File: src/rtl/sqde_pkg.sv
package sqde_pkg;
    // ----------------------------------------------------------
    // widths, offsets and fields
    // ----------------------------------------------------------
    localparam int ZW = 18;  // impedance, 0.01 ohm signed
    localparam int CW = 12;  // current, 0.01 A
    localparam int PW = 10;  // pickup, 0.01 A
    localparam int FW = 8;   // factor, 0.01 units
    localparam int AW = 4;
    localparam int DW = 32;
    localparam logic [AW-1:0] SQDE_CTRL_OFS  = 4'h0;
    localparam logic [AW-1:0] SQDE_POS_SEQ_LINE_IMPEDANCE_MAGNITUDE_OFS = 4'h1;
    localparam logic [AW-1:0] SQDE_Z2F_OFS   = 4'h2;
    localparam logic [AW-1:0] SQDE_Z2R_OFS   = 4'h3;
    localparam logic [AW-1:0] SQDE_QPICK_OFS = 4'h4;
    localparam logic [AW-1:0] SQDE_GPICK_OFS = 4'h5;
    localparam logic [AW-1:0] SQDE_FACT_OFS  = 4'h6;
    localparam logic [AW-1:0] SQDE_ORDER_OFS = 4'h7;
    localparam logic [AW-1:0] SQDE_STAT_OFS  = 4'h8;
    localparam int CTRL_NOM1A_BIT = 4;
    localparam int CTRL_V300_BIT  = 5;
    localparam int PICK_REV_LSB   = 16;
    localparam int FAC_K2_LSB     = 8;
    localparam int FAC_A0_LSB     = 16;
    localparam int ST_PH_BIT = 0;
    localparam int ST_GND_BIT = 1;
    localparam int ST_ZERO_BIT = 2;
    localparam int ST_DET_LSB = 3;
    localparam int ST_ERR_BIT = 7;
    localparam int ST_SEL_LSB = 8;
    // ----------------------------------------------------------
    // limits, defaults and scale factors
    // ----------------------------------------------------------
    localparam logic [ZW-1:0] Z_LIM_5A_150 = 18'h01900; // 64.00
    localparam logic [ZW-1:0] Z_LIM_1A_150 = 18'h07d00; // 320.00
    localparam logic [ZW-1:0] Z_LIM_5A_300 = 18'h03200; // 128.00
    localparam logic [ZW-1:0] Z_LIM_1A_300 = 18'h0fa00; // 640.00
    localparam logic [ZW-1:0] Z_MARGIN     = 18'h0000a; // 0.1
    localparam logic [ZW-1:0] Z_OFS_5A_150 = 18'h0000a;
    localparam logic [ZW-1:0] Z_OFS_5A_300 = 18'h00014;
    localparam logic [ZW-1:0] Z_OFS_1A_150 = 18'h00032;
    localparam logic [ZW-1:0] Z_OFS_1A_300 = 18'h00064;
    localparam logic [PW-1:0] Q_MIN_5A = 10'h019, Q_MAX_5A = 10'h1f4;
    localparam logic [PW-1:0] Q_MIN_1A = 10'h005, Q_MAX_1A = 10'h064;
    localparam logic [PW-1:0] G_MIN_5A = 10'h005, G_MAX_5A = 10'h1f4;
    localparam logic [PW-1:0] G_MIN_1A = 10'h001, G_MAX_1A = 10'h064;
    localparam logic [PW-1:0] P_AUTO_F_5A = 10'h032, P_AUTO_R_5A = 10'h019;
    localparam logic [PW-1:0] P_AUTO_F_1A = 10'h00a, P_AUTO_R_1A = 10'h005;
    localparam logic [FW-1:0] A_MIN = 8'h02, A_MAX = 8'h32;
    localparam logic [FW-1:0] K2_MIN = 8'h0a, K2_MAX = 8'h78;
    localparam logic [FW-1:0] A2_AUTO = 8'h0a, K2_AUTO = 8'h14;
    localparam logic [FW-1:0] A0_AUTO = 8'h0a;
    localparam logic [CW-1:0] PCT = 12'h064;   // factor scale 100
    localparam logic [CW-1:0] SEQ_DIV = 12'h003; // 3I0 = IG
    // ----------------------------------------------------------
    // types
    // ----------------------------------------------------------
    typedef enum logic [2:0] {
        SQDE_OFF = 3'b001, SQDE_MAN = 3'b010, SQDE_AUTO = 3'b100
    } sqde_mode_e;
    typedef enum logic [1:0] {
        SQDE_EL_NONE = 2'h0, SQDE_EL_Q = 2'h1, SQDE_EL_V = 2'h2, SQDE_EL_I = 2'h3
    } sqde_elem_e;
    typedef struct packed {
        logic [AW-1:0] addr;
        logic [DW-1:0] wdata;
        logic          wr;
        logic          rd;
    } sqde_bus_s;
    typedef struct packed {
        logic [CW-1:0] i1_mag;  // |I1|
        logic [CW-1:0] i2_mag;  // |I2|
        logic [CW-1:0] ig_mag;  // |IA+IB+IC| = 3|I0|
        logic          ve;      // zero-seq voltage-pol enable
        logic          ie;      // neutral current-pol enable
    } sqde_meas_s;
    typedef struct packed {
        logic qf, qr, gf, gr;
    } sqde_det_s;
    typedef struct packed {
        sqde_mode_e        mode;
        logic              nom_1a, v300;
        logic [ZW-1:0]     pos_seq_line_impedance_magnitude;
        logic signed [ZW-1:0] z2f, z2r;
        logic [PW-1:0]     qfp, qrp, gfp, grp;
        logic [FW-1:0]     a2, k2, a0;
        sqde_elem_e [2:0]  order;
        logic              wr_err, ph_en, gnd_en, zero_en;
        logic [DW-1:0]     rdata;
        sqde_det_s         det;
        sqde_elem_e        sel;
    } sqde_state_s;
    localparam sqde_state_s SQDE_RST = '{
        mode: SQDE_AUTO, nom_1a: 1'b0, v300: 1'b0, pos_seq_line_impedance_magnitude: 18'h003e8,
        z2f: 18'sh001f4, z2r: 18'sh00258, qfp: P_AUTO_F_5A,
        qrp: P_AUTO_R_5A, gfp: P_AUTO_F_5A, grp: P_AUTO_R_5A,
        a2: A2_AUTO, k2: K2_AUTO, a0: A0_AUTO,
        order: '{SQDE_EL_NONE, SQDE_EL_V, SQDE_EL_Q},
        wr_err: 1'b0, ph_en: 1'b0, gnd_en: 1'b0, zero_en: 1'b0,
        rdata: 32'h0, det: 4'h0, sel: SQDE_EL_NONE};
endpackage

File: src/rtl/sqde_top.sv
module sqde_top
    import sqde_pkg::*;
(
    input  wire logic       clk_in,        // 50 MHz clock
    input  wire logic       arst_n_in,     // async reset, low
    input  wire sqde_bus_s  bus_in,        // register request
    input  wire sqde_meas_s meas_in,       // magnitudes, same clock
    output logic [DW-1:0]   rdata_out,     // read data
    output logic            phase_en_out,  // phase path enable
    output logic            ground_en_out, // ground path enable
    output logic            zero_en_out,   // zero-seq enable
    output sqde_det_s       det_out,       // fault detectors
    output sqde_elem_e      sel_out        // chosen ground element
);
    // ----------------------------------------------------------
    // helpers
    // ----------------------------------------------------------
    function automatic logic rng_ok(input logic [ZW-1:0] v,
                                    input logic [ZW-1:0] lo,
                                    input logic [ZW-1:0] hi);
        rng_ok = (v >= lo) && (v <= hi);
    endfunction

    function automatic logic z_ok(input logic signed [ZW-1:0] v,
                                  input logic [ZW-1:0] lim);
        logic signed [ZW:0] l;
        l = $signed({1'b0, lim});
        z_ok = (v <= l) && (v >= -l);
    endfunction

    function automatic logic has_zero_f(input sqde_elem_e [2:0] ord);
        has_zero_f = 1'b0;
        for (int i = 0; i < 3; i++) begin
            if (ord[i] == SQDE_EL_V || ord[i] == SQDE_EL_I) begin
                has_zero_f = 1'b1;
            end
        end
    endfunction

    function automatic logic [23:0] mul(input logic [CW-1:0] a,
                                        input logic [CW-1:0] b);
        mul = 24'(a) * 24'(b);
    endfunction

    sqde_state_s          s_reg;
    sqde_state_s          s_next;
    logic                 auto_m;
    logic                 mode_on;
    logic                 has_zero;
    logic [ZW-1:0]        zlim;
    logic [ZW-1:0]        zofs;
    logic [ZW-1:0]        half;
    logic signed [ZW-1:0] z2f_eff;
    logic signed [ZW-1:0] z2r_eff;
    logic [PW-1:0]        qfp_eff, qrp_eff, gfp_eff, grp_eff;
    logic [PW-1:0]        qmin, qmax, gmin, gmax;
    logic [FW-1:0]        a2_eff, k2_eff, a0_eff;
    logic [CW-1:0]        a0x3;
    logic                 ph_cmp, k2_cmp, zr_cmp, gnd_cmp;
    sqde_det_s            det_cmp;
    sqde_elem_e           sel_cmp;
    logic signed [ZW-1:0] wz;

    assign auto_m   = (s_reg.mode == SQDE_AUTO);
    assign mode_on  = (s_reg.mode != SQDE_OFF);
    assign has_zero = has_zero_f(s_reg.order);
    assign wz       = $signed(bus_in.wdata[ZW-1:0]);
    assign half     = s_reg.pos_seq_line_impedance_magnitude >> 1;

    // ----------------------------------------------------------
    // rating-dependent limits and effective settings
    // ----------------------------------------------------------
    // auto values are muxed in rather than written over the stored
    // ones, so leaving auto mode restores the user entries
    always_comb begin
        case ({s_reg.nom_1a, s_reg.v300})
            2'b00: begin zlim = Z_LIM_5A_150; zofs = Z_OFS_5A_150; end
            2'b01: begin zlim = Z_LIM_5A_300; zofs = Z_OFS_5A_300; end
            2'b10: begin zlim = Z_LIM_1A_150; zofs = Z_OFS_1A_150; end
            default: begin zlim = Z_LIM_1A_300; zofs = Z_OFS_1A_300; end
        endcase
        qmin = s_reg.nom_1a ? Q_MIN_1A : Q_MIN_5A;
        qmax = s_reg.nom_1a ? Q_MAX_1A : Q_MAX_5A;
        gmin = s_reg.nom_1a ? G_MIN_1A : G_MIN_5A;
        gmax = s_reg.nom_1a ? G_MAX_1A : G_MAX_5A;
        if (auto_m) begin
            z2f_eff = $signed(half);
            z2r_eff = $signed(ZW'(half + zofs));
            qfp_eff = s_reg.nom_1a ? P_AUTO_F_1A : P_AUTO_F_5A;
            qrp_eff = s_reg.nom_1a ? P_AUTO_R_1A : P_AUTO_R_5A;
            gfp_eff = qfp_eff;
            grp_eff = qrp_eff;
            a2_eff = A2_AUTO;
            k2_eff = K2_AUTO;
            a0_eff = A0_AUTO;
        end else begin
            z2f_eff = s_reg.z2f;
            z2r_eff = s_reg.z2r;
            qfp_eff = s_reg.qfp;
            qrp_eff = s_reg.qrp;
            gfp_eff = s_reg.gfp;
            grp_eff = s_reg.grp;
            a2_eff = s_reg.a2;
            k2_eff = s_reg.k2;
            a0_eff = s_reg.a0;
        end
    end

    // ----------------------------------------------------------
    // magnitude comparisons and ground priority
    // ----------------------------------------------------------
    // factors are in hundredths, so |I2| is scaled by 100; the I0
    // ratio folds the divide by 3 into the other side (no divider)
    always_comb begin
        a0x3 = CW'({4'h0, a0_eff} * SEQ_DIV);
        ph_cmp = mul(PCT, meas_in.i2_mag)
                 > mul({4'h0, a2_eff}, meas_in.i1_mag);
        k2_cmp = mul(CW'(PCT * SEQ_DIV), meas_in.i2_mag)
                 > mul({4'h0, k2_eff}, meas_in.ig_mag);
        zr_cmp = mul(PCT, meas_in.ig_mag)
                 > mul(a0x3, meas_in.i1_mag);
        gnd_cmp = ph_cmp && (k2_cmp || !(meas_in.ve || meas_in.ie));
        det_cmp.qf = mul(SEQ_DIV, meas_in.i2_mag) > 24'(qfp_eff);
        det_cmp.qr = mul(SEQ_DIV, meas_in.i2_mag) > 24'(qrp_eff);
        det_cmp.gf = has_zero && (24'(meas_in.ig_mag) > 24'(gfp_eff));
        det_cmp.gr = has_zero && (24'(meas_in.ig_mag) > 24'(grp_eff));
        sel_cmp = SQDE_EL_NONE;
        for (int i = 2; i >= 0; i--) begin
            if ((s_reg.order[i] == SQDE_EL_Q && gnd_cmp)
                || (s_reg.order[i] == SQDE_EL_V && meas_in.ve && zr_cmp)
                || (s_reg.order[i] == SQDE_EL_I && meas_in.ie && zr_cmp)) begin
                sel_cmp = s_reg.order[i];
            end
        end
    end

    // ----------------------------------------------------------
    // register port and next state
    // ----------------------------------------------------------
    always_comb begin
        s_next = s_reg;
        s_next.rdata = '0;
        s_next.ph_en = mode_on && ph_cmp;
        s_next.gnd_en = mode_on && gnd_cmp;
        s_next.zero_en = mode_on && zr_cmp;
        s_next.det = mode_on ? det_cmp : '0;
        s_next.sel = mode_on ? sel_cmp : SQDE_EL_NONE;
        if (bus_in.wr) begin
            s_next.wr_err = 1'b1;
            if (bus_in.addr == SQDE_CTRL_OFS) begin
                if (bus_in.wdata[2:0] == SQDE_OFF || bus_in.wdata[2:0] == SQDE_MAN
                    || bus_in.wdata[2:0] == SQDE_AUTO) begin
                    s_next.mode = sqde_mode_e'(bus_in.wdata[2:0]);
                    s_next.nom_1a = bus_in.wdata[CTRL_NOM1A_BIT];
                    s_next.v300 = bus_in.wdata[CTRL_V300_BIT];
                    s_next.wr_err = 1'b0;
                end
            end else if (bus_in.addr == SQDE_POS_SEQ_LINE_IMPEDANCE_MAGNITUDE_OFS) begin
                if (bus_in.wdata[ZW-1:0] <= zlim) begin
                    s_next.pos_seq_line_impedance_magnitude = bus_in.wdata[ZW-1:0];
                    s_next.wr_err = 1'b0;
                end
            end else if (bus_in.addr == SQDE_Z2F_OFS) begin
                if (z_ok(wz, zlim)
                    && s_reg.z2r >= wz + $signed({1'b0, Z_MARGIN})) begin
                    s_next.z2f = wz;
                    s_next.wr_err = 1'b0;
                end
            end else if (bus_in.addr == SQDE_Z2R_OFS) begin
                if (z_ok(wz, zlim)
                    && wz >= s_reg.z2f + $signed({1'b0, Z_MARGIN})) begin
                    s_next.z2r = wz;
                    s_next.wr_err = 1'b0;
                end
            end else if (bus_in.addr == SQDE_QPICK_OFS) begin
                if (rng_ok(ZW'(bus_in.wdata[PW-1:0]), ZW'(qmin), ZW'(qmax))
                    && rng_ok(ZW'(bus_in.wdata[PICK_REV_LSB+:PW]),
                              ZW'(qmin), ZW'(qmax))) begin
                    s_next.qfp = bus_in.wdata[PW-1:0];
                    s_next.qrp = bus_in.wdata[PICK_REV_LSB+:PW];
                    s_next.wr_err = 1'b0;
                end
            end else if (bus_in.addr == SQDE_GPICK_OFS) begin
                if (has_zero
                    && rng_ok(ZW'(bus_in.wdata[PW-1:0]), ZW'(gmin), ZW'(gmax))
                    && rng_ok(ZW'(bus_in.wdata[PICK_REV_LSB+:PW]),
                              ZW'(gmin), ZW'(gmax))) begin
                    s_next.gfp = bus_in.wdata[PW-1:0];
                    s_next.grp = bus_in.wdata[PICK_REV_LSB+:PW];
                    s_next.wr_err = 1'b0;
                end
            end else if (bus_in.addr == SQDE_FACT_OFS) begin
                if (rng_ok(ZW'(bus_in.wdata[FW-1:0]), ZW'(A_MIN), ZW'(A_MAX))
                    && rng_ok(ZW'(bus_in.wdata[FAC_K2_LSB+:FW]),
                              ZW'(K2_MIN), ZW'(K2_MAX))
                    && (!has_zero
                        || rng_ok(ZW'(bus_in.wdata[FAC_A0_LSB+:FW]),
                                  ZW'(A_MIN), ZW'(A_MAX)))) begin
                    s_next.a2 = bus_in.wdata[FW-1:0];
                    s_next.k2 = bus_in.wdata[FAC_K2_LSB+:FW];
                    if (has_zero) begin
                        s_next.a0 = bus_in.wdata[FAC_A0_LSB+:FW];
                    end
                    s_next.wr_err = 1'b0;
                end
            end else if (bus_in.addr == SQDE_ORDER_OFS) begin
                // slot by slot, so each code lands as an element code
                s_next.order = {sqde_elem_e'(bus_in.wdata[5:4]),
                                sqde_elem_e'(bus_in.wdata[3:2]),
                                sqde_elem_e'(bus_in.wdata[1:0])};
                s_next.wr_err = 1'b0;
            end
        end
        // reads show the values in use, not the entered ones
        if (bus_in.rd) begin
            if (bus_in.addr == SQDE_CTRL_OFS) begin
                s_next.rdata[2:0] = s_reg.mode;
                s_next.rdata[CTRL_NOM1A_BIT] = s_reg.nom_1a;
                s_next.rdata[CTRL_V300_BIT] = s_reg.v300;
            end else if (bus_in.addr == SQDE_POS_SEQ_LINE_IMPEDANCE_MAGNITUDE_OFS) begin
                s_next.rdata = DW'(s_reg.pos_seq_line_impedance_magnitude);
            end else if (bus_in.addr == SQDE_Z2F_OFS) begin
                s_next.rdata = DW'(z2f_eff);
            end else if (bus_in.addr == SQDE_Z2R_OFS) begin
                s_next.rdata = DW'(z2r_eff);
            end else if (bus_in.addr == SQDE_QPICK_OFS) begin
                s_next.rdata[PW-1:0] = qfp_eff;
                s_next.rdata[PICK_REV_LSB+:PW] = qrp_eff;
            end else if (bus_in.addr == SQDE_GPICK_OFS && has_zero) begin
                s_next.rdata[PW-1:0] = gfp_eff;
                s_next.rdata[PICK_REV_LSB+:PW] = grp_eff;
            end else if (bus_in.addr == SQDE_FACT_OFS) begin
                s_next.rdata[FW-1:0] = a2_eff;
                s_next.rdata[FAC_K2_LSB+:FW] = k2_eff;
                s_next.rdata[FAC_A0_LSB+:FW] = has_zero ? a0_eff : '0;
            end else if (bus_in.addr == SQDE_ORDER_OFS) begin
                s_next.rdata[5:0] = s_reg.order;
            end else if (bus_in.addr == SQDE_STAT_OFS) begin
                s_next.rdata[ST_PH_BIT] = s_reg.ph_en;
                s_next.rdata[ST_GND_BIT] = s_reg.gnd_en;
                s_next.rdata[ST_ZERO_BIT] = s_reg.zero_en;
                s_next.rdata[ST_DET_LSB+:4] = s_reg.det;
                s_next.rdata[ST_ERR_BIT] = s_reg.wr_err;
                s_next.rdata[ST_SEL_LSB+:2] = s_reg.sel;
            end
        end
    end

    // state register
    always_ff @(posedge clk_in or negedge arst_n_in) begin
        if (!arst_n_in) begin
            s_reg <= SQDE_RST;
        end else begin
            s_reg <= s_next;
        end
    end

    assign rdata_out     = s_reg.rdata;
    assign phase_en_out  = s_reg.ph_en;
    assign ground_en_out = s_reg.gnd_en;
    assign zero_en_out   = s_reg.zero_en;
    assign det_out       = s_reg.det;
    assign sel_out       = s_reg.sel;
endmodule

File: config.mk
export PLATFORM = sky130hd
export DESIGN_NAME = sqde_top
export DESIGN_NICKNAME = d
export VERILOG_FILES = /design/src/rtl/sqde_pkg.sv /design/src/rtl/sqde_top.sv
export SDC_FILE = /design/constraint.sdc
export NUM_CORES = 1
export LEC_CHECK = 0
export ABC_AREA = 1
export ABC_CLOCK_PERIOD_IN_PS = 17500
export BUFFER_PORTS_ARGS = -buffer_cell sky130_fd_sc_hd__buf_2
export CORE_ASPECT_RATIO = 0.8
export CORE_MARGIN = 4
export CORE_UTILIZATION = 55
export DETAILED_ROUTE_END_ITERATION = 10
export GPL_TIMING_DRIVEN = 0
export PLACE_DENSITY = 0.72
export REMOVE_ABC_BUFFERS = 1
export SLEW_MARGIN = 20
export SYNTH_ARGS = -nofsm -noshare
export SYNTH_HDL_FRONTEND = slang
export SYNTH_SLANG_ARGS = --single-unit
File: constraint.sdc
create_clock -name clk_in -period 17.5 [get_ports clk_in]
set_input_delay 1.75 -clock clk_in [delete_from_list [all_inputs] [get_ports clk_in]]
set_output_delay 1.75 -clock clk_in [all_outputs]
set_load 0.005 [all_outputs]
Yosys cells after proc, flatten, opt, wreduce, memory -nomap -nowiden

Index checks and enable logic that the tools add are counted.
W data, S select, Z words.

Word-level logic and storage cells: 217
Bits of input ports: 78
Register bits after elaboration: 171
Output and inout bits: 41

$mul: 8
Multiplexer cells: 60
Bitwise operators: 7
Reductions and logical operators: 64
$add $sub $neg: 4
Eq/ne operators: 24
Order comparisons: 24

Operator list:

| operator                | count |
|---|---|
| $mux W32                | 3 |
| $mux W10                | 9 |
| $ge A18 B19 Y1          | 3 |
| $mux W26                | 2 |
| $pmux W16 S3            | 1 |
| $mul A8 B12 Y20         | 2 |
| $mux W8                 | 5 |
| $add A18 B5 Y19 const B | 2 |
| $logic_and A1 B1 Y1     | 37 |
| $mux W18                | 2 |
| $mul A5 B12 Y17 const A | 2 |
| $mux W6                 | 5 |
| $gt A14 B10 Y1          | 2 |
| $gt A12 B10 Y1          | 2 |
| $gt A19 B22 Y1          | 1 |
| $mul A10 B12 Y22        | 1 |
| $gt A21 B20 Y1          | 1 |
| $pmux W7 S3             | 1 |
| $ge A10 B3 Y1           | 2 |
| $ge A10 B5 Y1           | 2 |
| $gt A19 B20 Y1          | 1 |
| $le A10 B9 Y1           | 2 |
| $mul A7 B12 Y19 const A | 1 |
| $mux W1                 | 19 |
| other kinds (39)        | 83 |

Logic depth before layout (Yosys ltp)

Gate-level depths: netlist of the first run.

Word-level depth: 16
Gate-level depth with buffers: 50
Gate-level depth less buffers: 50

Worst setup path after synthesis of the first run

No wires, ideal clock.

Path kind: input port to flip-flop
From: input meas_in[29] in the netlist's numbering
To: register s_reg, in the netlist sel_out[0]
Setup slack: 9.963 ns
Arrival time: 7.416 ns
Stages on the path: 31
Buffers on the path: 1
Library setup time: 0.121 ns
Cells stage by stage: clkbuf_1 -> clkinv_1 -> nor2_1 -> fa_1 -> fa_1 -> fa_1 -> fa_1 -> inv_1 -> fa_1 -> inv_1 -> ha_1 -> inv_1 -> o21bai_1 -> nor2_1 -> nand2_1 -> a21oi_1 -> o211a_1 -> nor2_1 -> nor2_1 -> xor2_1 -> ha_1 -> nand3b_1 -> nor3_1 -> a21oi_1 -> nand4_1 -> inv_1 -> nand2_1 -> nor2_1 -> inv_1 -> o21ai_0 -> nor2_1

RTL lines:

| item                 | RTL line        | RTL |
|---|---|---|
| from (decl)          | sqde_top.sv:7   | `input wire sqde_meas_s meas_in,` |
| to (signal assigned) | sqde_top.sv:254 | `s_reg <= s_next;` |
| to (decl)            | sqde_top.sv:45  | `sqde_state_s s_reg;` |

==> results of run 1 <==
cell type report:
cell class | instances | area, um^2
multi-input combinational | 2679 | 20100
fill | 4565 | 19900
sequential | 166 | 4200
inverter | 684 | 2570
tap | 666 | 833
timing repair buffer | 114 | 613
clock buffer | 17 | 425
clock inverter | 15 | 185
where the power goes:
part / internal, mW / total (mW) / switching (mW)
registers: 0.431 / 0.479 / 0.0479
logic: 0.494 / 1.32 / 0.822
clock network: 0.206 / 0.395 / 0.189
final timing paths:
check                           depth (start not counted)         end  slack [ps]        from
max in group asynchronous                               2   s_reg[58]       15350   arst_n_in
worst min register to register                          2   s_reg[70]         470   s_reg[70]
min in group asynchronous                               1  s_reg[147]        1240   arst_n_in
worst max register to register                         37  sel_out[1]        7280  s_reg[170]
worst max-delay path                                   37  sel_out[1]        7280  s_reg[170]
worst min-delay path                                    2   s_reg[70]         470   s_reg[70]
worst reg2reg max path, delay by kind of cell, from the launching register on:
family                     cells  cell delay (ps)
AOI/OAI and AO/OA              7             1520
and+or+nand+nor               14             2120
DFF                            1              600
adders and majority gates      8             3670
xor gates and xnor gates       2              830
buffers and inverters          6             1390
synthesized netlist by cell type, types with 15 or more instances:
cell      number
nand2_1      739
inv_1        656
ha_1         444
nor2_1       330
fa_1         238
o21ai_0      204
a21oi_1      203
dfrtp_1      129
nand3_1       89
xor2_1        88
clkbuf_1      50
o21ai_1       45
buf_4         38
dfstp_2       37
o211ai_1      34
xnor2_1       34
nor3_1        33
nand4_1       29
a31oi_1       20
buf_2         18
inv_2         15
cells by family (layout without fill, tap and decap cells):
logic type / after synthesis / count (layout) / share of synthesized area, %
buffers and inverters: 799 / 830 / 11.6
AO/OA/AOI/OAI: 589 / 589 / 12.1
AND/OR/NAND/NOR: 1284 / 1284 / 19.4
adder cells (fa/ha/maj): 682 / 682 / 37.6
XOR/XNOR: 124 / 124 / 4.05
flip-flops: 166 / 166 / 15.3
layer usage:
metal | part of all wire [%] | GRT usage [%] | vias to the layer above | wire length [um]
li1 | - | - | 11700 | -
met1 | 47 | 43.1 | 11400 | 35900
met2 | 41 | 41.0 | 976 | 31600
met4 | 2.5 | 6.96 | 0 | 1920
met3 | 9.8 | 6.28 | 114 | 7560
met5 | 0 | 0 | - | 0
per-stage QoR:
step | hold slack, ps | instances
2_1_floorplan | 436 | 3529
3_3_place_gp | 449 | 4307
3_5_place_dp | 454 | 4309
6_report | 471 | 4341
4_1_cts | 471 | 4341
5_1_grt | 498 | 4341
==> summary.txt, run 1 <==
Status
  – Outcome: finished clean

Clocking
  – Hold buffer count at CTS: 0
  – PostCTS Resize Cnt: 0
  – Num CTS Buffers: 17
  – CTS tree: done
  – CTS root buf: clkbuf_16
  – CTS Buffer Depth: 2
  – Reg clk slew, reported paths: 70 ps
  – Post-CTS Setup Bufs: 0
  – H-tree Lvls: 4
  – Clock latency at the later pin of the worst-skew pair: 450 ps
  – TritonCTS Sinks: 166

Placed design
  – PortBufs: 112
  – Gpl congestion: 0.953
  – Post-DP Area: 0.0283 mm^2
  – Pre-CTS setup slack: 7440 ps
  – Post-DP HPWL: 62000 um

STA
  – Worst slew pin tran: 1020 ps
  – Worst Clk Skew: 13.3 ps
  – Worst slew margin: 31.5%
  – Final Critical Period: 10220 ps
  – Final worst path period share: 58.4%
  – Final setup vio count: 0
  – Final Hold Vio Count: 0
  – Fmax: 0.0979 GHz
  – Final WS setup: 7280 ps
  – RSZ-0062 raised after global routing: no
  – Total negative slack: 0 ps
  – Slew Limit Fails: 0

Synth
  – Synth Flop Type: dfrtp_1
  – Cell taking the most area after synthesis: ha_1
  – Sequential-to-total area share from yosys stat: 15.3%
  – Async set-reset flop share out of synthesis: 100%
  – Number of enable flip-flop cells after synthesis: 0
  – #FFs+latches synth: 166
  – Post-synth top area share: 20.2%
  – Syn Area/Cell: 7.54 um^2
  – Library cells used by synthesis: 74
  – Synth top area cells: ha_1 20%, fa_1 17%, dfrtp_1 12%
  – Syn Inst Count: 3644
  – Yosys warnings: 0
  – Mapped cell area: 0.0275 mm^2

Global routing
  – GR Overflow Total: 0
  – Tot GR Track Use: 28.4%
  – Initial antenna violation count: 1
  – Largest net degree at the start of global routing: 96
  – Vias in the first global route: 22700
  – First-pass GRT wire length: 123000 um

Drt
  – Vias: 24100
  – Aggregate routed wire length: 77000 um
  – DRT iter0 DRCs: 2308
  – Pre-antenna DRT Iters: 6
  – Antenna-violating nets left: 0
  – Drc violations: 0
  – Wirelength per Cell: 17.7 um
  – DR vias/cell: 5.56

Critical path
  – Delay-heaviest family, CP: adder cells
  – Setup crit start kind: flip-flop
  – CP Capture Type: flip-flop
  – Max Fanout on Critical Path: 81
  – WP data arrival: 10560 ps
  – Crit Path Class: flip-flop to flip-flop
  – Worst EP required: 17840 ps
  – Crit path buffers/inverters: 6
  – CP peak stage delay: 880 ps
  – Slowest cell on crit path: inv_4

Cells and area
  – Max reg flops: 113
  – Final Cell Area: 0.0289 mm^2
  – Core Util, Final: 59.2%
  – Area delta synth->final: 5.32%
  – Most frequent cells in the layout: 738 x nand2_1, 656 x inv_1, 444 x ha_1
  – Diode count: 0
  – Most common cell after layout, fill and taps aside: nand2_1
  – Final #Nets: 4422
  – Share of post-route cells with drive strength above 1: 6.94%

Pwr
  – VDD IR max: 0.0835 mV
  – Cell area power density: 75.7 mW/mm^2
  – Pleak: 15.7 nW
  – Overall power: 2.19 mW

Die
  – Die X: 258 um
  – Die ar.: 0.0536 mm^2
  – Core Region: 0.0488 mm^2
  – IO Count: 119
  – Chip Height: 208 um
  – Site row count: 72
  – Initial Util: 56.3%

Min path
  – Hold Crit Class: flip-flop to flip-flop

Flow run
  – Max-cap violation count: 0
Power figures use the tool's default switching activity.
==> run 2, diff against run 1 <==
--- a/config.mk
+++ b/config.mk
@@ -6,7 +6,7 @@
 export NUM_CORES = 1
 export LEC_CHECK = 0
 export ABC_AREA = 1
-export ABC_CLOCK_PERIOD_IN_PS = 17500
+export ABC_CLOCK_PERIOD_IN_PS = 10000
 export BUFFER_PORTS_ARGS = -buffer_cell sky130_fd_sc_hd__buf_2
 export CORE_ASPECT_RATIO = 0.8
 export CORE_MARGIN = 4
==> constraint.sdc (replaced) <==
create_clock -name clk_in -period 10 [get_ports clk_in]
set_input_delay 1 -clock clk_in [delete_from_list [all_inputs] [get_ports clk_in]]
set_output_delay 1 -clock clk_in [all_outputs]
set_load 0.005 [all_outputs]
==> summary.txt, run 2 (synthesis gave the netlist of run 1 again) <==
Die
  – Die ar.: 0.0536 mm^2
  – Chip Height: 208 um
  – IO Count: 119
  – Core Region: 0.0488 mm^2
  – Die X: 258 um
  – Site row count: 72
  – Initial Util: 56.3%

STA
  – Worst Clk Skew: 11.7 ps
  – Worst slew margin: 30.2%
  – Total negative slack: 0 ps
  – Final Critical Period: 9420 ps
  – Final setup vio count: 0
  – Final Hold Vio Count: 0
  – Final WS setup: 585 ps
  – Worst slew pin tran: 1040 ps
  – Fmax: 0.106 GHz
  – Final worst path period share: 94.2%
  – Slew Limit Fails: 0

Clocking
  – H-tree Lvls: 4
  – CTS Buffer Depth: 2
  – Clock latency at the later pin of the worst-skew pair: 450 ps
  – Reg clk slew, reported paths: 70 ps
  – Num CTS Buffers: 17
  – CTS tree: done
  – Post-CTS Setup Bufs: 0
  – CTS root buf: clkbuf_16
  – TritonCTS Sinks: 166

Placed design
  – Post-DP HPWL: 62000 um
  – Inst Count DP: 4309
  – PortBufs: 112
  – Pre-CTS setup slack: -59.7 ps
  – Gpl congestion: 0.953

Cells and area
  – Diode count: 0
  – Final #Nets: 4422
  – Core Util, Final: 59.3%
  – Most common cell after layout, fill and taps aside: nand2_1
  – Most frequent cells in the layout: 737 x nand2_1, 656 x inv_1, 444 x ha_1
  – Final non-filler cell total: 4341
  – Share of post-route cells with drive strength above 1: 7.02%
  – Max reg flops: 113
  – # fillers: 4554
  – Area delta synth->final: 5.46%

Global routing
  – GR Overflow Total: 0
  – Vias in the first global route: 22700
  – Tot GR Track Use: 28.4%
  – Met1 usage: 43.0%
  – Largest net degree at the start of global routing: 96
  – Met3 Resource Use GR: 6.37%
  – Grt peak-use layer: met1
  – M2 GR Usage: 41.0%
  – First-pass GRT wire length: 123000 um
  – Initial antenna violation count: 1

Pwr
  – Overall power: 3.84 mW
  – VDD IR max: 0.147 mV
  – Pleak: 15.7 nW
  – Cell area power density: 132 mW/mm^2

Critical path
  – Crit path buffers/inverters: 7
  – CP Capture Type: flip-flop
  – Delay-heaviest family, CP: adder cells
  – Crit Path Class: flip-flop to flip-flop
  – Reg2reg start: s_reg[169]
  – Reg2reg end: sel_out[1]
  – FF-to-FF setup slack: 580 ps
  – R2r worst-path depth: 43
  – Slowest cell on crit path: fa_1
  – CP peak stage delay: 570 ps
  – Worst EP required: 10340 ps
  – Setup crit start kind: flip-flop
  – Max Fanout on Critical Path: 81
  – WP data arrival: 9760 ps

Drt
  – Vias: 24100
  – Antenna-violating nets left: 0
  – Drc violations: 0
  – DR vias/cell: 5.55
  – DRT iter0 DRCs: 2184
  – Wirelength per Cell: 17.7 um
  – Aggregate routed wire length: 76900 um
  – Pre-antenna DRT Iters: 8

Flow run
  – Max-cap violation count: 0

Status
  – Outcome: finished clean

Min path
  – Hold path cells: 2
  – WHS Endpoint: s_reg[70]
  – Hold Crit Class: flip-flop to flip-flop
  – Hold Startpoint: s_reg[70]
-- run 2: area by class of cell --
class | count | area [um^2] | area share (%)
well taps | 666 | 833 | 2.88
flip-flops and latches | 166 | 4200 | 14.5
clock inverters | 15 | 185 | 0.639
clock buffers | 17 | 425 | 1.47
multi-input cells | 2679 | 20100 | 69.5
repair buffers | 114 | 613 | 2.12
inverters | 684 | 2590 | 8.93
-- run 2: worst max-delay path by stage --
stage | start | to | slack [ps] | cells past startpoint
floorplan | s_reg[170] | sel_out[0] | 1810 | 38
global placement | s_reg[170] | sel_out[1] | -1 | 37
detailed placement | s_reg[170] | sel_out[1] | -60 | 37
CTS | s_reg[170] | sel_out[1] | 90 | 37
global route | s_reg[169] | sel_out[1] | -1 | 43
finish | s_reg[169] | sel_out[1] | 580 | 43
-- run 2: per-layer routing --
| metal | part of all wire, % | up-vias | routed length, um |
|---|---|---|---|
| li1 | - | 11700 | - |
| met5 | 0 | - | 0 |
| met4 | 2.6 | 0 | 1970 |
| met1 | 46 | 11300 | 35600 |
| met2 | 41 | 1019 | 31400 |
| met3 | 10 | 112 | 7980 |
-- run 2: what timing repair did --
item                                    CTS  global route
gates resized for setup                   1             8
hold buffers                              0             0
pin swaps                                 0             1
endpoints found under the setup margin    2             3
-- run 2: metrics by stage --
| step | cell area [um^2] | hold WS (ps) |
|---|---|---|
| after floorplan | 26900 | 436 |
| after global placement | 28200 | 449 |
| after detailed placement | 28300 | 454 |
| after CTS | 28900 | 471 |
| after global routing | 29000 | 498 |
| final | 29000 | 471 |
-- run 2: worst reg2reg max path: cells and delay by family, from the launching register on --
| family | cells | cell delay (ps) |
|---|---|---|
| adder cells (fa/ha/maj) | 9 | 3710 |
| AO/OA/AOI/OAI | 8 | 1750 |
| AND/OR/NAND/NOR | 18 | 2340 |
| flip-flops | 1 | 430 |
| XOR/XNOR | 1 | 320 |
| buffers and inverters | 7 | 780 |
-- run 2: report_power, final --
part           switching [mW]  internal (mW)
clock                   0.334          0.360
combinational            1.44          0.865
sequential             0.0831          0.754
